==> src/core/asr_pkg.sv <==
package asr_pkg;

  // Frame lengths in bit times, start and stop bits included
  localparam logic [3:0] FRAME_LEN_8 = 4'ha;
  localparam logic [3:0] FRAME_LEN_9 = 4'hb;
  // Data bits per character
  localparam logic [3:0] DATA_BITS_8 = 4'h8;
  localparam logic [3:0] DATA_BITS_9 = 4'h9;

  // Sample slots within one bit time, numbered 1 to 16
  localparam logic [4:0] SLOT_FIRST  = 5'h01;
  localparam logic [4:0] SLOT_EDGE_N = 5'h02;
  localparam logic [4:0] SLOT_Q1     = 5'h03;
  localparam logic [4:0] SLOT_Q2     = 5'h05;
  localparam logic [4:0] SLOT_Q3     = 5'h07;
  localparam logic [4:0] SLOT_M1     = 5'h08;
  localparam logic [4:0] SLOT_M2     = 5'h09;
  localparam logic [4:0] SLOT_M3     = 5'h0a;
  localparam logic [4:0] SLOT_LAST   = 5'h10;

  // Sample ticks per bit, as a wrap value of the transmit divider
  localparam logic [3:0] TX_DIV_LAST = 4'hf;
  // Edge search history that marks three ones in a row
  localparam logic [2:0] HIST_ONES   = 3'h7;
  // Shifter contents for preamble and break
  localparam logic [10:0] SH_IDLE    = 11'h7ff;
  localparam logic [10:0] SH_BREAK   = 11'h000;

  // Character as held in the buffers
  typedef struct packed {
    logic       ninth;
    logic [7:0] data;
  } asr_char_type;

  // Status flags shown to software
  typedef struct packed {
    logic tx_buffer_empty_flag;
    logic tx_done;
    logic rx_full_flag;
    logic idle;
    logic overrun;
    logic noise_flag;
    logic framing_error_flag;
  } asr_status_type;

  // Frame length for the selected data width
  function automatic logic [3:0] frame_len(input logic nine);
    frame_len = nine ? FRAME_LEN_9 : FRAME_LEN_8;
  endfunction

  // Majority of three samples
  function automatic logic majority(input logic a, input logic b, input logic c);
    majority = (a & b) | (a & c) | (b & c);
  endfunction

endpackage

==> src/core/asr_core.sv <==
`timescale 1ns/1ns
`default_nettype none

// Function
// - enabling transmitter queues one idle frame as preamble before data
// - transmit shifter is 11 bits; frame shifts out 10 bits, or 11 bits in nine-bit mode
// - free shifter loads waiting character on bit boundary, buffer empty flag sets
// - nothing waiting after stop bit sets transmit done, line idles high
// - clearing enable keeps driving until data, idle or break completes
// - break request pulse sends one full frame of zeros when shifter frees
// - break request still high at break load queues another break
// - toggling enable off then on queues one idle character
// - frame is zero start, eight or nine data LSB first, one stop
// - completed character fills empty buffer and sets full, else overrun
// - full flag clears by status read while set, then data read
// - input sampled at 16x; zero after three ones is a falling edge
// - start accepted if two of slots 3, 5, 7 are zero
// - bits decided by majority of slots 8, 9, 10; start stays zero
// - any disagreeing sample in frame sets noise flag on transfer
// - falling edges realign bit timing during the data and stop bits, not the start bit
// - framing error on non-break preloads edge history with three ones
// - while framing error flag set, no character reaches receive buffer
// - sleep bit suppresses receiver flags; hardware clears it on wakeup
// - idle wakeup after one full character time of idle level
// - idle count starts after start bit, or after stop bit if selected
// - address wakeup when received most significant bit is one
// - idle flag clears by status then data read; rearms on new character
module asr_core #(
  parameter int unsigned DIV_W      = 16,
  parameter int unsigned FIFO_DEPTH = 8
) (
  input  wire logic                  clk_i,
  input  wire logic                  sys_rst_i,
  input  wire logic [DIV_W-1:0]      baud_div_i,
  input  wire logic                  nine_bit_i,
  input  wire logic                  tx_enable_bit_i,
  input  wire logic                  break_request_bit_i,
  input  wire logic                  rx_on_bit_i,
  input  wire logic                  rx_sleep_set_i,
  input  wire logic                  wake_addr_i,
  input  wire logic                  idle_count_start_select_i,
  input  wire asr_pkg::asr_char_type tx_data_i,
  input  wire logic                  tx_valid_i,
  output logic                       tx_ready_o,
  input  wire logic                  status_rd_i,
  input  wire logic                  data_rd_i,
  output asr_pkg::asr_char_type      rx_data_o,
  output asr_pkg::asr_status_type    status_o,
  output logic                       rx_sleep_bit_o,
  input  wire logic                  serial_in_pin_i,
  output logic                       serial_out_pin_o,
  output logic                       serial_out_oe_n_o
);

  typedef enum logic [1:0] {
    RX_IDLE,
    RX_START,
    RX_BITS
  } asr_rx_state_type;

  logic                  sample_tick;
  asr_pkg::asr_char_type fifo_data;
  logic                  fifo_valid;
  logic                  fifo_ready;

  // Sample tick source
  asr_baud #(
    .DIV_W (DIV_W)
  ) u_baud (
    .clk_i         (clk_i),
    .sys_rst_i     (sys_rst_i),
    .divisor_i     (baud_div_i),
    .sample_tick_o (sample_tick)
  );

  // Transmit data queue ahead of the transmit buffer
  asr_fifo #(
    .WIDTH ($bits(asr_pkg::asr_char_type)),
    .DEPTH (FIFO_DEPTH)
  ) u_fifo (
    .clk_i       (clk_i),
    .sys_rst_i   (sys_rst_i),
    .in_data_i   (tx_data_i),
    .in_valid_i  (tx_valid_i),
    .in_ready_o  (tx_ready_o),
    .out_data_o  (fifo_data),
    .out_valid_o (fifo_valid),
    .out_ready_i (fifo_ready)
  );

  // ---------------- Transmitter ----------------
  logic [3:0]            tx_div_q;
  logic [10:0]           tx_sh_q;
  logic [3:0]            tx_left_q;
  logic                  tx_done_q;
  logic                  pre_pend_q;
  logic                  brk_pend_q;
  logic                  te_q;
  logic                  sbk_q;
  asr_pkg::asr_char_type tx_buf_q;
  logic                  tx_full_q;

  logic        tx_bit_tick;
  logic        tx_free;
  logic        load_pre;
  logic        load_brk;
  logic        load_dat;
  logic [3:0]  flen;
  logic [10:0] data_frame;

  // Load decisions on each bit boundary, preamble first, then break, then data
  assign flen        = asr_pkg::frame_len(nine_bit_i);
  assign tx_bit_tick = sample_tick && (tx_div_q == asr_pkg::TX_DIV_LAST);
  assign tx_free     = tx_bit_tick && (tx_left_q <= 4'h1);
  assign load_pre    = tx_free && pre_pend_q && tx_enable_bit_i;
  assign load_brk    = tx_free && !load_pre && brk_pend_q;
  assign load_dat    = tx_free && !load_pre && !brk_pend_q && tx_full_q && tx_enable_bit_i;
  assign fifo_ready  = !tx_full_q;
  // Start bit, data LSB first, stop bit; 8-bit frame carries a spare one
  assign data_frame  = nine_bit_i ? {1'b1, tx_buf_q.ninth, tx_buf_q.data, 1'b0}
                                  : {2'b11, tx_buf_q.data, 1'b0};

  // Pin stays owned while enabled or anything remains to finish
  assign serial_out_pin_o  = (tx_left_q != 4'h0) ? tx_sh_q[0] : 1'b1;
  assign serial_out_oe_n_o = !(tx_enable_bit_i || (tx_left_q != 4'h0) || brk_pend_q);

  // Bit time divider and control edge history
  always_ff @(posedge clk_i) begin
    if (sys_rst_i) begin
      tx_div_q <= '0;
      te_q     <= 1'b0;
      sbk_q    <= 1'b0;
    end else begin
      if (sample_tick) tx_div_q <= tx_div_q + 1'b1;
      te_q  <= tx_enable_bit_i;
      sbk_q <= break_request_bit_i;
    end
  end

  // Queued preamble and break requests
  always_ff @(posedge clk_i) begin
    if (sys_rst_i) begin
      pre_pend_q <= 1'b0;
      brk_pend_q <= 1'b0;
    end else begin
      if (tx_enable_bit_i && !te_q) begin
        pre_pend_q <= 1'b1;
      end else if (load_pre) begin
        pre_pend_q <= 1'b0;
      end
      if (break_request_bit_i && !sbk_q) begin
        brk_pend_q <= 1'b1;
      end else if (load_brk) begin
        brk_pend_q <= break_request_bit_i;
      end
    end
  end

  // Transmit buffer, refilled from the queue when empty
  always_ff @(posedge clk_i) begin
    if (sys_rst_i) begin
      tx_buf_q  <= '0;
      tx_full_q <= 1'b0;
    end else if (fifo_valid && fifo_ready) begin
      tx_buf_q  <= fifo_data;
      tx_full_q <= 1'b1;
    end else if (load_dat) begin
      tx_full_q <= 1'b0;
    end
  end

  // Shifter and transmit done flag
  always_ff @(posedge clk_i) begin
    if (sys_rst_i) begin
      tx_sh_q   <= asr_pkg::SH_IDLE;
      tx_left_q <= '0;
      tx_done_q <= 1'b1;
    end else if (load_pre || load_brk || load_dat) begin
      tx_sh_q   <= load_pre ? asr_pkg::SH_IDLE : (load_brk ? asr_pkg::SH_BREAK : data_frame);
      tx_left_q <= flen;
      tx_done_q <= 1'b0;
    end else if (tx_free) begin
      tx_left_q <= '0;
      if (tx_left_q == 4'h1) tx_done_q <= 1'b1;
    end else if (tx_bit_tick) begin
      tx_sh_q   <= {1'b1, tx_sh_q[10:1]};
      tx_left_q <= tx_left_q - 1'b1;
    end
  end

  // ---------------- Receiver ----------------
  logic             rx_meta_q;
  logic             rx_sync_q;
  logic [2:0]       hist_q;
  asr_rx_state_type rx_st_q;
  logic [4:0]       slot_q;
  logic [3:0]       bit_idx_q;
  logic [1:0]       zeros_q;
  logic [1:0]       ones_q;
  logic             noisy_q;
  logic             brk_q;
  logic [8:0]       rx_sh_q;
  logic [7:0]       idle_cnt_q;
  logic             idle_armed_q;
  logic             rd_seen_q;
  logic             sleep_q;
  asr_pkg::asr_char_type  rx_buf_q;
  logic             rx_full_flag_q;
  logic             or_q;
  logic             nf_q;
  logic             fe_q;
  logic             idle_q;

  logic       rx_tick;
  logic       smp;
  logic       fall_edge;
  logic [3:0] nbits;
  logic       vote;
  logic       stop_slot;
  logic       frame_done;
  logic       frame_fe;
  logic       frame_nf;
  logic       frame_brk;
  logic [8:0] frame_sh;
  asr_pkg::asr_char_type frame_char;
  logic       frame_msb;
  logic       awake;
  logic       deliver;
  logic       load_rx;
  logic       set_or;
  logic       idle_count_on;
  logic       idle_hit;
  logic       clear_seq;
  logic       any_rx_flag;

  // Sampling and edge detection
  assign rx_tick   = sample_tick && rx_on_bit_i;
  assign smp       = rx_sync_q;
  assign fall_edge = (hist_q == asr_pkg::HIST_ONES) && !smp;
  assign nbits     = nine_bit_i ? asr_pkg::DATA_BITS_9 : asr_pkg::DATA_BITS_8;
  assign vote      = asr_pkg::majority(ones_q[1], ones_q[0], smp);
  assign stop_slot = (rx_st_q == RX_BITS) && (slot_q == asr_pkg::SLOT_M3) &&
                     (bit_idx_q == nbits + 4'h1);

  // Frame completion decode at the stop bit decision slot
  assign frame_done = rx_tick && stop_slot && !fall_edge;
  assign frame_fe   = !vote;
  assign frame_nf   = noisy_q || (ones_q != 2'b00 && ones_q != 2'b11) ||
                      (ones_q == 2'b11 && !smp) || (ones_q == 2'b00 && smp);
  assign frame_brk  = brk_q && !vote;
  assign frame_sh   = rx_sh_q;
  assign frame_char = nine_bit_i ? asr_pkg::asr_char_type'(frame_sh)
                                 : asr_pkg::asr_char_type'({1'b0, frame_sh[8:1]});
  assign frame_msb  = nine_bit_i ? frame_char.ninth : frame_char.data[7];

  // Transfer decisions: sleep, held framing error, overrun
  assign awake     = !sleep_q || (wake_addr_i && frame_msb);
  assign deliver   = frame_done && awake && !fe_q;
  assign load_rx   = deliver && !rx_full_flag_q;
  assign set_or    = deliver && rx_full_flag_q;

  // Idle detection counts high samples from the chosen start point
  assign idle_count_on = idle_count_start_select_i ? (rx_st_q == RX_IDLE)
                                                   : (rx_st_q != RX_START);
  assign idle_hit      = rx_tick && smp && idle_count_on &&
                         (idle_cnt_q == {flen, 4'h0} - 8'h01);

  // Two-step flag clearing
  assign any_rx_flag = rx_full_flag_q || idle_q || or_q || nf_q || fe_q;
  assign clear_seq   = data_rd_i && rd_seen_q;

  // Input synchroniser
  always_ff @(posedge clk_i) begin
    if (sys_rst_i) begin
      rx_meta_q <= 1'b1;
      rx_sync_q <= 1'b1;
    end else begin
      rx_meta_q <= serial_in_pin_i;
      rx_sync_q <= rx_meta_q;
    end
  end

  // Edge search history
  always_ff @(posedge clk_i) begin
    if (sys_rst_i) begin
      hist_q <= '0;
    end else if (frame_done && frame_fe && !frame_brk) begin
      hist_q <= asr_pkg::HIST_ONES;
    end else if (rx_tick) begin
      hist_q <= {hist_q[1:0], smp};
    end
  end

  // Receive sequencer: start qualification, bit slots and resync
  always_ff @(posedge clk_i) begin
    if (sys_rst_i || !rx_on_bit_i) begin
      rx_st_q   <= RX_IDLE;
      slot_q    <= asr_pkg::SLOT_FIRST;
      bit_idx_q <= '0;
      zeros_q   <= '0;
      ones_q    <= '0;
      noisy_q   <= 1'b0;
      brk_q     <= 1'b1;
      rx_sh_q   <= '0;
    end else if (rx_tick) begin
      if (fall_edge && rx_st_q != RX_START) begin
        slot_q <= asr_pkg::SLOT_EDGE_N;
        if (rx_st_q == RX_IDLE) begin
          rx_st_q <= RX_START;
          zeros_q <= '0;
          ones_q  <= '0;
          noisy_q <= 1'b0;
          brk_q   <= 1'b1;
        end
      end else begin
        slot_q <= (slot_q == asr_pkg::SLOT_LAST) ? asr_pkg::SLOT_FIRST : slot_q + 5'h01;
        case (rx_st_q)
          RX_START: begin
            if (slot_q == asr_pkg::SLOT_Q1 || slot_q == asr_pkg::SLOT_Q2) begin
              if (!smp) zeros_q <= zeros_q + 2'b01;
              else noisy_q <= 1'b1;
            end else if (slot_q == asr_pkg::SLOT_Q3) begin
              if (smp) noisy_q <= 1'b1;
              if (zeros_q + {1'b0, !smp} < 2'b10) rx_st_q <= RX_IDLE;
            end else if (slot_q >= asr_pkg::SLOT_M1 && slot_q <= asr_pkg::SLOT_M3) begin
              if (smp) noisy_q <= 1'b1; // start stays zero
            end else if (slot_q == asr_pkg::SLOT_LAST) begin
              rx_st_q   <= RX_BITS;
              bit_idx_q <= 4'h1;
            end
          end
          RX_BITS: begin
            if (slot_q == asr_pkg::SLOT_M1) begin
              ones_q <= {smp, 1'b0};
            end else if (slot_q == asr_pkg::SLOT_M2) begin
              ones_q[0] <= smp;
            end else if (slot_q == asr_pkg::SLOT_M3) begin
              if (frame_nf) noisy_q <= 1'b1;
              if (stop_slot) begin
                rx_st_q <= RX_IDLE;
              end else begin
                rx_sh_q <= nine_bit_i ? {vote, rx_sh_q[8:1]} : {vote, rx_sh_q[8:1]};
                if (vote) brk_q <= 1'b0;
              end
            end else if (slot_q == asr_pkg::SLOT_LAST) begin
              bit_idx_q <= bit_idx_q + 4'h1;
            end
          end
          default: begin
            rx_st_q <= RX_IDLE;
          end
        endcase
      end
    end
  end

  // Idle counter, saturating at one character time
  always_ff @(posedge clk_i) begin
    if (sys_rst_i) begin
      idle_cnt_q <= '0;
    end else if (rx_tick) begin
      if (!smp || !idle_count_on) idle_cnt_q <= '0;
      else if (idle_cnt_q != {flen, 4'h0}) idle_cnt_q <= idle_cnt_q + 8'h01;
    end
  end

  // Sleep bit: software set wins over hardware wakeup
  always_ff @(posedge clk_i) begin
    if (sys_rst_i) begin
      sleep_q <= 1'b0;
    end else if (rx_sleep_set_i) begin
      sleep_q <= 1'b1;
    end else if ((idle_hit && !wake_addr_i) || (frame_done && wake_addr_i && frame_msb)) begin
      sleep_q <= 1'b0;
    end
  end

  // Receive buffer and flags; a new event wins over the clear sequence
  always_ff @(posedge clk_i) begin
    if (sys_rst_i) begin
      rx_buf_q     <= '0;
      rx_full_flag_q       <= 1'b0;
      or_q         <= 1'b0;
      nf_q         <= 1'b0;
      fe_q         <= 1'b0;
      idle_q       <= 1'b0;
      idle_armed_q <= 1'b0;
      rd_seen_q    <= 1'b0;
    end else begin
      if (status_rd_i && any_rx_flag) rd_seen_q <= 1'b1;
      else if (data_rd_i) rd_seen_q <= 1'b0;
      if (load_rx) begin
        rx_buf_q     <= frame_char;
        rx_full_flag_q       <= 1'b1;
        nf_q         <= frame_nf;
        fe_q         <= frame_fe;
        idle_armed_q <= 1'b1;
      end else if (clear_seq) begin
        rx_full_flag_q <= 1'b0;
        nf_q   <= 1'b0;
        fe_q   <= 1'b0;
      end
      if (set_or) or_q <= 1'b1;
      else if (clear_seq) or_q <= 1'b0;
      if (idle_hit && idle_armed_q && !sleep_q) begin
        idle_q       <= 1'b1;
        idle_armed_q <= 1'b0;
      end else if (clear_seq) begin
        idle_q <= 1'b0;
      end
    end
  end

  // Status and data outputs
  assign rx_data_o      = rx_buf_q;
  assign rx_sleep_bit_o = sleep_q;
  assign status_o       = '{tx_buffer_empty_flag: !tx_full_q,
                            tx_done:              tx_done_q,
                            rx_full_flag:         rx_full_flag_q,
                            idle:                 idle_q,
                            overrun:              or_q,
                            noise_flag:           nf_q,
                            framing_error_flag:   fe_q};

endmodule

`default_nettype wire

==> src/core/asr_baud.sv <==
`timescale 1ns/1ns
`default_nettype none

// Divider producing the 16x sample tick from the bus clock
module asr_baud #(
  parameter int unsigned DIV_W = 16
) (
  input  wire logic             clk_i,
  input  wire logic             sys_rst_i,
  input  wire logic [DIV_W-1:0] divisor_i,
  output logic                  sample_tick_o
);

  logic [DIV_W-1:0] cnt_q;
  logic [DIV_W-1:0] cnt_d;
  logic             wrap;

  // Tick when the count reaches the divisor; zero divisor ticks every clock
  assign wrap          = (cnt_q >= divisor_i);
  assign cnt_d         = wrap ? '0 : cnt_q + 1'b1;
  assign sample_tick_o = wrap;

  // Divider count
  always_ff @(posedge clk_i) begin
    if (sys_rst_i) begin
      cnt_q <= '0;
    end else begin
      cnt_q <= cnt_d;
    end
  end

endmodule

`default_nettype wire

==> src/core/asr_fifo.sv <==
`timescale 1ns/1ns
`default_nettype none

// Small synchronous FIFO with valid and ready on both sides
module asr_fifo #(
  parameter int unsigned WIDTH = 9,
  parameter int unsigned DEPTH = 8,
  parameter int unsigned AW    = $clog2(DEPTH)
) (
  input  wire logic             clk_i,
  input  wire logic             sys_rst_i,
  input  wire logic [WIDTH-1:0] in_data_i,
  input  wire logic             in_valid_i,
  output logic                  in_ready_o,
  output logic [WIDTH-1:0]      out_data_o,
  output logic                  out_valid_o,
  input  wire logic             out_ready_i
);

  logic [WIDTH-1:0] mem_q [DEPTH];
  logic [AW-1:0]    wr_q;
  logic [AW-1:0]    rd_q;
  logic [AW:0]      cnt_q;
  logic             push;
  logic             pop;
  logic [AW-1:0]    head_nx;

  // Full and empty from the occupancy count; head index after this edge
  assign in_ready_o  = (cnt_q < (AW+1)'(DEPTH));
  assign out_valid_o = (cnt_q != '0);
  assign push        = in_valid_i & in_ready_o;
  assign pop         = out_valid_o & out_ready_i;
  assign head_nx     = pop ? AW'(rd_q + 1'b1) : rd_q;

  // Storage, no reset needed
  always_ff @(posedge clk_i) begin
    if (push) begin
      mem_q[wr_q] <= in_data_i;
    end
  end

  // Read register follows the head; a word written into the head passes straight through
  always_ff @(posedge clk_i) begin
    out_data_o <= (push && (wr_q == head_nx)) ? in_data_i : mem_q[head_nx];
  end

  // Pointers and count
  always_ff @(posedge clk_i) begin
    if (sys_rst_i) begin
      wr_q  <= '0;
      rd_q  <= '0;
      cnt_q <= '0;
    end else begin
      if (push) wr_q <= AW'(wr_q + 1'b1);
      if (pop) rd_q <= AW'(rd_q + 1'b1);
      cnt_q <= (AW+1)'(cnt_q + push - pop);
    end
  end

endmodule

`default_nettype wire

==> config.mk <==
export PLATFORM = sky130hd
export DESIGN_NAME = asr_core
export DESIGN_NICKNAME = d
export VERILOG_FILES = /design/src/core/asr_pkg.sv /design/src/core/asr_core.sv /design/src/core/asr_baud.sv /design/src/core/asr_fifo.sv
export SDC_FILE = /design/constraint.sdc
export NUM_CORES = 1
export LEC_CHECK = 0
export BUFFER_PORTS_ARGS = -buffer_cell sky130_fd_sc_hd__buf_2
export CAP_MARGIN = 20
export CORE_UTILIZATION = 30
export CTS_BUF_LIST = sky130_fd_sc_hd__clkbuf_4 sky130_fd_sc_hd__clkbuf_8
export DETAILED_ROUTE_END_ITERATION = 8
export GPL_TIMING_DRIVEN = 0
export HOLD_SLACK_MARGIN = 0.06
export PLACE_DENSITY = 0.56
export SETUP_SLACK_MARGIN = 0.05
export SLEW_MARGIN = 15
export SYNTH_ARGS = -nofsm -noshare
export SYNTH_HDL_FRONTEND = slang
export SYNTH_SLANG_ARGS = --single-unit
==> constraint.sdc <==
create_clock -name clk_i -period 3 [get_ports clk_i]
set_input_delay 0.45 -clock clk_i [delete_from_list [all_inputs] [get_ports clk_i]]
set_output_delay 0.45 -clock clk_i [all_outputs]
set_load 0.1 [all_outputs]
==> out/qor.yml, run 1 <==
design.core.area_um2: 28900
dieArea_um2: 30400
criticalPathCategory: "flip-flop to flip-flop"
synthFlopType: "dfxtp_1"
gr-total-overflow: 0
vias: 6325
drv_cap: 0
drc: 0
synth_cells: 825
rsz0062_at_grt: "true"
antenna_found_initial: 0
antenna_cells: 0
grt_pass1_vias: 6361
postSynth.asyncResetShare_pct: 0
postLayoutCoreUtil_pct: 35.5
post-route-period-util_pct: 92.4
rows: 62
ios: 58
grt_max_degree: 19
syn_nets: 900
ys_ff_latch: 191
timing.slew.headroom_pct: 37.4
cts_buffers: 17
synth.cell_area_um2: 8910
synthMuxAreaShare_pct: 8.49
area_growth_pct: 15.2
fill_cells: 2911
hold_viol_final: 0
fin_skew_ns: 0.0154
grt_util_all_layers_pct: 13.7
yosysTopAreaCellShare_pct: 26.7
seq_area_frac_synth_pct: 51.0
drv_slew: 0
place_ws_ns: -0.298
arrival_ns: 3.19
yosysWarnings: 0
p_per_area_nw_per_um2: 589
via_per_inst: 4.85
min_path_type: "input pin to flip-flop"
highest_layer: "met4"
reg2reg_slack_ns: 0.23
synth_compound_area_share_pct: 13.0
clk-insertion-delay-late_ns: 0.47
worstMarginPinSlew_ns: 0.935
gp_congestion: 0.829
drtIter0Drc: 326
outcome: "complete, no violations"
cts_root_buffer: "clkbuf_8"
drive_gt1_share_pct: 18.8
port_buffers: 56
end_kind: "flip-flop"
die_w_um: 174
cts_tree: "yes"
setup_viol: 0
synthXorXnorAreaFrac_pct: 2.55
max_freq_ghz: 0.361
wl_met1_um: 9640
avgRoutedWirePerCell_um: 15.4
start_kind: "flip-flop"
min_period_ns: 2.77
max-clock-path-buffers: 2
hpwl_um: 14300
wl_met3_um: 629
ant_nets: 0
crit_required_ns: 3.42
synth-adder-area-share_pct: 5.28
start_util_pct: 30.8
synth_top_family_by_area: "simple AND/OR/NAND/NOR gates"
grt_pass1_wl_um: 33000
synth_edf_count: 72
fin_ws_ns: 0.228
layout_common_cells: "119 x dfxtp_1, 96 x nor2_1, 72 x edfxtp_1"
p_leak_nw: 3.76
wl_met2_um: 9640
yosys.area_share.simple_pct: 15.3
holdWs_ns: 0.166
clk_pin_slew_ns: 0.11
vdd.ir_drop.worst_mv: 0.413
cp_max_fo: 10
final_common_cell: "dfxtp_1"
synth_top_area_cell: "dfxtp_1"
dr.pass1.iters: 5
die_height_um: 174
wirelength_um: 20100
htreeDepth: 4
syn_area_per_cell_um2: 10.8
synthDistinctLibCells: 69
clock_sinks: 191
nets: 981
synthTopCellsByArea: "dfxtp_1 27%, edfxtp_1 24%, ha_1 5.1%"
kinds of logic after synthesis:
family / after synthesis
simple gates: 275
flops: 191
compound gates: 155
buf+inv: 88
mux: 53
fa+ha+maj: 37
xor+xnor: 26
final timing paths:
check	from	endpoint	cells after the start
worst max register to register	u_baud.cnt_q[0]	idle_cnt_q[2]	9
worst min-delay path	serial_in_pin_i	rx_meta_q	2
worst max-delay path	u_baud.cnt_q[0]	idle_cnt_q[2]	9
worst min register to register	rx_meta_q	rx_sync_q	1
final cells by class:
cell class / count / area [µm²] / area share [%]
clock inverter: 14 / 200 / 1.95
clock buffer: 18 / 241 / 2.35
inverter: 45 / 169 / 1.64
multi-input combinational: 546 / 4080 / 39.7
sequential: 191 / 4540 / 44.3
tap: 384 / 480 / 4.68
timing repair buffer: 62 / 325 / 3.17
buffer: 43 / 229 / 2.23
per-layer routing:
metal / up-vias / global-route usage [%]
met2: 94 / 23.2
met3: 17 / 2.12
li1: 3183 / -
met1: 3031 / 18.0
met5: - / 0
met4: 0 / 3.80
state kept, by name (all words and copies together), names as in the netlist, 4 cells and up, named ones only:
register	flops
u_fifo.mem_q	72
u_baud.cnt_q	16
tx_sh_q	11
frame_sh	9
rx_data_o	9
tx_buf_q	9
idle_cnt_q	8
slot_q	5
bit_idx_q	4
tx_div_q	4
tx_left_q	4
u_fifo.cnt_q	4
what timing repair did:
item | CTS | global route
hold buffers | 0 | 0
gates cloned | 0 | 0
pin swaps | 0 | 1
gates resized for setup | 4 | 16
setup endpoints to repair | 48 | 50
setup buffers | 0 | 2
power breakdown:
group	switching, W	internal [W]	total (W)	leakage (nW)
sequential	0.0000900	0.00287	0.00296	1.62
combinational	0.000697	0.000518	0.00122	1.92
clock	0.00101	0.000868	0.00188	0.225
through the flow:
stage / TNS (ns) / std cells / area, µm² / total power [W]
after floorplan: 0 / 825 / 8910 / 0.00394
after detailed placement: -8.49 / 1269 / 9740 / 0.00426
final: 0 / 1303 / 10300 / 0.00605
after CTS: 0 / 1301 / 10200 / 0.00613
after global routing: 0 / 1303 / 10300 / 0.00638
after global placement: -7.77 / 1265 / 9670 / 0.00422
synthesized netlist by cell type, drive strengths merged (11+ instances only):
cell type,number
nand3,25
nand2,62
o21ai,23
and3,11
a21oi,38
mux2i,34
a211oi,33
nand4,13
a32oi,11
buf,17
ha,36
mux4,18
xor2,12
clkbuf,26
inv,44
nor2,97
xnor2,14
edfxtp,72
dfxtp,119
worst max-delay path, cell delays in order (launching register included):
cell	delay, ns
dfxtp_1	0.42
inv_1	0.06
ha_1	0.26
nand2b_1	0.14
a2111o_1	0.49
a32oi_2	0.48
a21oi_4	0.17
clkbuf_2	0.27
a211oi_1	0.25
o211a_1	0.17
Note: power is estimated with default switching activity, not from simulation.
==> run 2: changes to the inputs <==
--- a/config.mk
+++ b/config.mk
@@ -7,12 +7,14 @@
 export LEC_CHECK = 0
 export BUFFER_PORTS_ARGS = -buffer_cell sky130_fd_sc_hd__buf_2
 export CAP_MARGIN = 20
+export CELL_PAD_IN_SITES_DETAIL_PLACEMENT = 0
+export CELL_PAD_IN_SITES_GLOBAL_PLACEMENT = 2
 export CORE_UTILIZATION = 30
 export CTS_BUF_LIST = sky130_fd_sc_hd__clkbuf_4 sky130_fd_sc_hd__clkbuf_8
 export DETAILED_ROUTE_END_ITERATION = 8
 export GPL_TIMING_DRIVEN = 0
 export HOLD_SLACK_MARGIN = 0.06
-export PLACE_DENSITY = 0.56
+export PLACE_DENSITY = 0.73
 export SETUP_SLACK_MARGIN = 0.05
 export SLEW_MARGIN = 15
 export SYNTH_ARGS = -nofsm -noshare
==> out/qor.yml, run 2 (same netlist as run 1, synthesis figures left out) <==
outcome: "complete, no violations"
netSwitchingPower_w: 0.00183  # +2.0%
antenna_found_initial: 1  # +1
largest_reg_flops: 72  # unchanged
clk-insertion-delay-late_ns: 0.48  # about the same
gp_congestion: 0.780  # -5.9%
ant_nets: 0  # unchanged
criticalPathCategory: "flip-flop to flip-flop"
dr.pass1.iters: 5  # unchanged
r2r_start: "u_baud.cnt_q[0]"
vias: 6334  # +0.14%
rows: 62  # unchanged
final_common_cell: "dfxtp_1"
dieArea_um2: 30400  # unchanged
fin_skew_ns: 0.0191  # +0.00361 ns
grt_util_all_layers_pct: 14.4  # +0.74 points
htreeDepth: 4  # unchanged
gr-total-overflow: 0  # unchanged
design.core.area_um2: 28900  # unchanged
comb_power_share_pct: 20.7  # +0.6 points
crit_end: "idle_cnt_q[2]"
cts_root_buffer: "clkbuf_8"
p_leak_nw: 3.73  # -0.93%
drv_slew: 0  # unchanged
drive_gt1_share_pct: 18.7  # -0.16 points
hpwl_um: 15100  # +5.8%
min_period_ns: 2.80  # +0.0321 ns
area_growth_pct: 14.4
post-route-period-util_pct: 93.5  # +1.1 points
largest_register: "u_fifo.mem_q"
clock_sinks: 191  # unchanged
grt_pass1_wl_um: 34000  # +3.2%
nets: 978  # -0.31%
worstMarginPinSlew_ns: 0.995  # +0.0601 ns
postLayoutCoreUtil_pct: 35.2  # -0.26 points
arrival_ns: 3.22  # +0.03 ns
port_buffers: 56  # unchanged
cts_buffers: 17  # unchanged
clk_pin_slew_ns: 0.10  # about the same
setup_viol: 0  # unchanged
drtIter0Drc: 399  # +22%
fin_ws_ns: 0.195  # -0.0321 ns
cts_tree: "yes"
p_per_area_nw_per_um2: 575  # -2.5%
max-clock-path-buffers: 2  # unchanged
start_kind: "flip-flop"
die_w_um: 174  # unchanged
layout_common_cells: "119 x dfxtp_1, 96 x nor2_1, 72 x edfxtp_1"
swShare_pct: 31.3  # +1.6 points
finalNonFillerCells: 1301  # -0.15%
via_per_inst: 4.87  # +0.30%
start_util_pct: 30.8  # unchanged
die_height_um: 174  # unchanged
rsz0062_at_grt: "true"
place_inst: 1268  # -0.079%
wirelength_um: 21200  # +5.5%
ios: 58  # unchanged
r2r-end: "idle_cnt_q[2]"
max_freq_ghz: 0.357  # -1.1%
internal_power_w: 0.00402  # -5.4%
end_kind: "flip-flop"
drc: 0  # unchanged
min_path_type: "input pin to flip-flop"
avgRoutedWirePerCell_um: 16.3  # +5.7%
largest_registers: "u_fifo.mem_q (72), u_baud.cnt_q (16), tx_sh_q (11)"
reg2reg_slack_ns: 0.20  # -0.03 ns
timing.slew.headroom_pct: 33.4  # -4.0 points
pwr-share-clk_pct: 28.8  # -2.2 points
place_ws_ns: -0.386  # -0.0876 ns
cp_max_fo: 10  # unchanged
reg2regPathDepth: 9  # unchanged
hold_start: "serial_in_pin_i"
drv_cap: 0  # unchanged
hold_viol_final: 0  # unchanged
grt_max_degree: 20  # +1
startpoint: "u_baud.cnt_q[0]"
crit_required_ns: 3.42  # about the same
vdd.ir_drop.worst_mv: 0.435  # +5.5%
fill_cells: 2916  # +0.17%
grt_pass1_vias: 6271  # -1.4%
seq_power_share_pct: 50.5  # +1.6 points
[run 2: per-layer routing]
| metal | global-route usage, % | up-vias | wire, µm |
|---|---|---|---|
| met5 | 0 | - | 0 |
| met4 | 4.71 | 0 | 392 |
| met3 | 3.00 | 22 | 718 |
| met2 | 22.7 | 106 | 9700 |
| met1 | 19.7 | 3037 | 10400 |
| li1 | - | 3169 | - |
[run 2: per-stage QoR]
step	hold slack (ns)	power [W]	area [µm²]	setup TNS, ns
2_1_floorplan	0.389	0.00394	8910	0
4_1_cts	0.127	0.00594	10100	0
6_report	0.155	0.00586	10200	0
3_5_place_dp	0.398	0.00425	9730	-14.00
5_1_grt	0.128	0.00619	10200	0
3_3_place_gp	0.403	0.00423	9670	-14.45
[run 2: layout make-up]
type | count | area [µm²] | share of cell area, %
Clock buffer | 18 | 248 | 2.43
Antenna cell | 1 | 2.50 | 0.0245
Timing Repair Buffer | 59 | 303 | 2.97
Tap cell | 384 | 480 | 4.71
Multi-Input combinational cell | 546 | 4080 | 40.0
Clock inverter | 14 | 139 | 1.36
Buffer | 43 | 230 | 2.26
Inverter | 45 | 169 | 1.66
Sequential cell | 191 | 4540 | 44.6
[run 2: power by group through the flow]
stage,logic (W),registers [W],clock network [W]
floorplan,0.000940,0.00300,0
global placement,0.00122,0.00301,0
detailed placement,0.00123,0.00302,0
CTS,0.00124,0.00296,0.00175
global route,0.00136,0.00298,0.00185
finish,0.00121,0.00296,0.00169
[run 2: worst min path at each step]
stage                            to  cells past startpoint  slack (ns)
final                     rx_meta_q                      2        0.16
after global routing      rx_meta_q                      2        0.13
after CTS                 rx_meta_q                      2        0.13
after detailed placement  rx_sync_q                      1        0.40
after global placement    rx_sync_q                      1        0.40
after floorplan           rx_sync_q                      1        0.39
[run 2: worst max-delay path: stages (launching register included)]
cell and delay (ns):
dfxtp_1 0.41, inv_1 0.07, ha_1 0.26, nand2b_1 0.14, a2111o_1 0.49, a32oi_2 0.48, a21oi_4 0.18, clkbuf_2 0.30
a211oi_1 0.25, o211a_1 0.17
[run 2: repair_timing]
item | 4_1_cts | 5_1_grt
resized for setup | 5 | 16
endpoints found under the setup margin | 53 | 59
hold buffers | 0 | 0
setup buffers | 0 | 0
==> run 3: changes to the inputs <==
--- a/config.mk
+++ b/config.mk
@@ -5,6 +5,7 @@
 export SDC_FILE = /design/constraint.sdc
 export NUM_CORES = 1
 export LEC_CHECK = 0
+export ABC_AREA = 1
 export BUFFER_PORTS_ARGS = -buffer_cell sky130_fd_sc_hd__buf_2
 export CAP_MARGIN = 20
 export CELL_PAD_IN_SITES_DETAIL_PLACEMENT = 0
@@ -14,7 +15,7 @@
 export DETAILED_ROUTE_END_ITERATION = 8
 export GPL_TIMING_DRIVEN = 0
 export HOLD_SLACK_MARGIN = 0.06
-export PLACE_DENSITY = 0.73
+export PLACE_DENSITY = 0.77
 export SETUP_SLACK_MARGIN = 0.05
 export SLEW_MARGIN = 15
 export SYNTH_ARGS = -nofsm -noshare
==> constraint.sdc (replaced) <==
create_clock -name clk_i -period 2.9 [get_ports clk_i]
set_input_delay 0.435 -clock clk_i [delete_from_list [all_inputs] [get_ports clk_i]]
set_output_delay 0.435 -clock clk_i [all_outputs]
set_load 0.1 [all_outputs]
==> out/qor.yml, run 3 <==
crit_required_ns: 3.31  # -0.11 ns
ys_ff_latch: 191  # unchanged
holdWs_ns: 0.163  # +0.00771 ns
synth.cell_area_um2: 9020  # +1.2%
grt_util_all_layers_pct: 14.6  # +0.15 points
reg2reg_slack_ns: 0.43  # +0.23 ns
p_per_area_nw_per_um2: 640  # +11%
final_common_cell: "nand2_1"
dieArea_um2: 30800  # +1.2%
ant_nets: 0  # unchanged
vdd.ir_drop.worst_mv: 0.328  # -25%
synthMuxAreaShare_pct: 0.999  # -7.5 points
grt_pass1_wl_um: 35400  # +3.9%
clk-insertion-delay-late_ns: 0.49  # about the same
drtIter0Drc: 404  # +1.3%
max_freq_ghz: 0.405  # +14%
start_kind: "flip-flop"
avgRoutedWirePerCell_um: 14.3  # -12%
largest_reg_flops: 72  # unchanged
grt_pass1_vias: 6614  # +5.5%
dr.pass1.iters: 8  # +3
critical_path.max_stage_delay_ns: 0.34  # -0.15 ns
gr-total-overflow: 0  # unchanged
setup_viol: 0  # unchanged
fin_skew_ns: 0.0275  # +0.00846 ns
timing.slew.headroom_pct: 32.7  # -0.69 points
synth-adder-area-share_pct: 5.22  # -0.062 points
final-seq-area_um2: 4540  # unchanged
postSynth.asyncResetShare_pct: 0  # unchanged
cp_slowest_cell: "clkbuf_2"
startpoint: "u_fifo.cnt_q[3]"
reg2regPathDepth: 12  # +3
ios: 58  # unchanged
cp_max_fo: 10  # unchanged
synth.most_common_cell: "nand2_1"
synth_edf_count: 72  # unchanged
outcome: "finished, violations left"
largest_register: "u_fifo.mem_q"
failed_checks: "design-rule violations"
layout_common_cells: "178 x nand2_1, 142 x nor2_1, 119 x dfxtp_1"
clk_pin_slew_ns: 0.11  # about the same
antenna_found_initial: 0  # -1
cts_tree: "yes"
clock_sinks: 191  # unchanged
start_util_pct: 30.4  # -0.37 points
drive_gt1_share_pct: 13.3  # -5.4 points
cts_root_buffer: "clkbuf_8"
cp_top_family: "compound AO/OA/AOI/OAI gates"
criticalPathCategory: "flip-flop to flip-flop"
synth_top_area_cell: "dfxtp_1"
die_w_um: 175  # +0.59%
design.core.area_um2: 29600  # +2.4%
ctsHoldBuffers: 0  # unchanged
seq_area_frac_synth_pct: 50.4  # -0.60 points
synthTopCellsByArea: "dfxtp_1 26%, edfxtp_1 24%, nand2_1 7.4%"
post_cts_resize_count: 0  # -5
path_common_cell: "ha_1"
synth_cells: 1047  # +27%
p_leak_nw: 4.06  # +9.0%
antenna_cells: 0  # -1
dpl_cell_area_um2: 9790  # +0.62%
synthFlopType: "dfxtp_1"
grt_max_degree: 26  # +30%
cts_buffers: 17  # unchanged
synthXorXnorAreaFrac_pct: 1.75  # -0.81 points
synthDistinctLibCells: 51  # -26%
wirelength_um: 21900  # +3.1%
cp_num_buf_inv: 3  # +1
syn_nets: 1122  # +25%
min_path_type: "input pin to flip-flop"
fill_cells: 3184  # +9.2%
r2r_start: "u_fifo.cnt_q[3]"
drv_cap: 0  # unchanged
synth_compound_area_share_pct: 13.9  # +0.93 points
multi_input_area_um2: 3790  # -7.1%
syn_area_per_cell_um2: 8.61  # -20%
gp_congestion: 0.781  # +0.12%
hold_viol_final: 0  # unchanged
nets: 1197  # +22%
die_height_um: 175  # +0.59%
ys_top_cells_by_count: "178 x nand2_1, 142 x nor2_1, 119 x dfxtp_1"
fin_ws_ns: 0.430  # +0.234 ns
cp_num_cells: 12  # +3
hpwl_um: 15800  # +4.4%
largest_registers: "u_fifo.mem_q (72), u_baud.cnt_q (16), tx_sh_q (11)"
area_growth_pct: 13.7
worstMarginPinSlew_ns: 1.01  # +0.0104 ns
worstPathCellList: "inv_1, ha_1, a31oi_1, clkbuf_2, ha_1, inv_1, ha_1, nand2_1, nor2_1, a211oi_1, o21ai_0, a21oi_1"
arrival_ns: 2.88  # -0.34 ns
drv_slew: 0  # unchanged
via_per_inst: 4.62  # -5.1%
synth_top_family_by_area: "simple AND/OR/NAND/NOR gates"
rsz0062_at_grt: "false"
fin_area_um2: 10300  # +0.59%
min_period_ns: 2.47  # -0.334 ns
yosys.area_share.simple_pct: 20.1  # +4.8 points
fin_setup_tns_ns: 0  # unchanged
rows: 63  # +1.6%
htreeDepth: 4  # unchanged
drc: 2  # +2
end_kind: "flip-flop"
crit_end: "u_fifo.cnt_q[3]"
yosysWarnings: 0  # unchanged
max-clock-path-buffers: 2  # unchanged
port_buffers: 56  # unchanged
post-route-period-util_pct: 85.2  # -8.3 points
vias: 7044  # +11%
postCtsSetupRepairBufs: 0  # unchanged
place_ws_ns: 0.221  # +0.607 ns
yosysTopAreaCellShare_pct: 26.4  # -0.32 points
r2r-end: "u_fifo.cnt_q[3]"
-- run 3: cell count changes in the layout (fill, tap and decap cells not counted), moves of 11 or more --
cell,previous run,this run
and3_1,11,0
a21oi_1,36,72
a31oi_1,4,17
nor2_1,96,142
inv_1,44,110
nor3_1,4,15
o21ai_0,20,67
mux4_2,18,0
mux2i_1,34,9
a211oi_1,24,2
xnor2_1,14,3
nand2_1,62,178
-- run 3: final cells by class --
type / count / share of cell area (%)
plain buffers: 43 / 2.22
clock buffers: 17 / 2.28
clock inverters: 15 / 2.21
inverters: 123 / 4.55
multi-input cells: 690 / 36.9
flip-flops and latches: 191 / 44.3
well taps: 390 / 4.76
repair buffers: 56 / 2.73
-- run 3: metrics by stage --
stage               utilization, %  cells  power (W)
global route                  34.6   1525    0.00694
global placement              33.0   1493    0.00462
floorplan                        -   1047    0.00418
finish                        34.6   1525    0.00656
CTS                           34.6   1525    0.00666
detailed placement            33.0   1493    0.00465
-- run 3: power breakdown --
group	switching (W)	leakage (nW)	internal [W]
clock network	0.00126	0.228	0.000734
registers	0.0000852	1.62	0.00298
logic	0.00101	2.21	0.000488
total	0.00236	4.06	0.00420
-- run 3: worst min path at each step --
| stage | start | end | slack (ns) | cells past startpoint |
|---|---|---|---|---|
| 6_report | serial_in_pin_i | rx_meta_q | 0.16 | 2 |
| 5_1_grt | serial_in_pin_i | rx_meta_q | 0.14 | 2 |
| 4_1_cts | serial_in_pin_i | rx_meta_q | 0.12 | 2 |
| 3_5_place_dp | rx_meta_q | rx_sync_q | 0.40 | 1 |
| 3_3_place_gp | rx_meta_q | rx_sync_q | 0.39 | 1 |
| 2_1_floorplan | rx_meta_q | rx_sync_q | 0.39 | 1 |
-- run 3: kinds of logic (layout without fill, tap and decap cells) --
| logic type | after synthesis | count (layout) |
|---|---|---|
| AND/OR/NAND/NOR | 413 | 413 |
| multiplexers | 9 | 9 |
| flip-flops | 191 | 191 |
| XOR/XNOR | 18 | 18 |
| adder cells (fa/ha/maj) | 37 | 37 |
| buffers and inverters | 166 | 254 |
| AO/OA/AOI/OAI | 213 | 213 |
-- run 3: per-layer routing --
metal | wire (µm) | vias to the layer above | track usage (%) | part of all wire (%)
met3 | 625 | 11 | 2.40 | 2.9
met1 | 11400 | 3254 | 21.0 | 52
met2 | 9680 | 101 | 22.7 | 44
met4 | 149 | 0 | 3.59 | 0.68
met5 | 0 | - | 0 | 0
li1 | - | 3678 | - | -
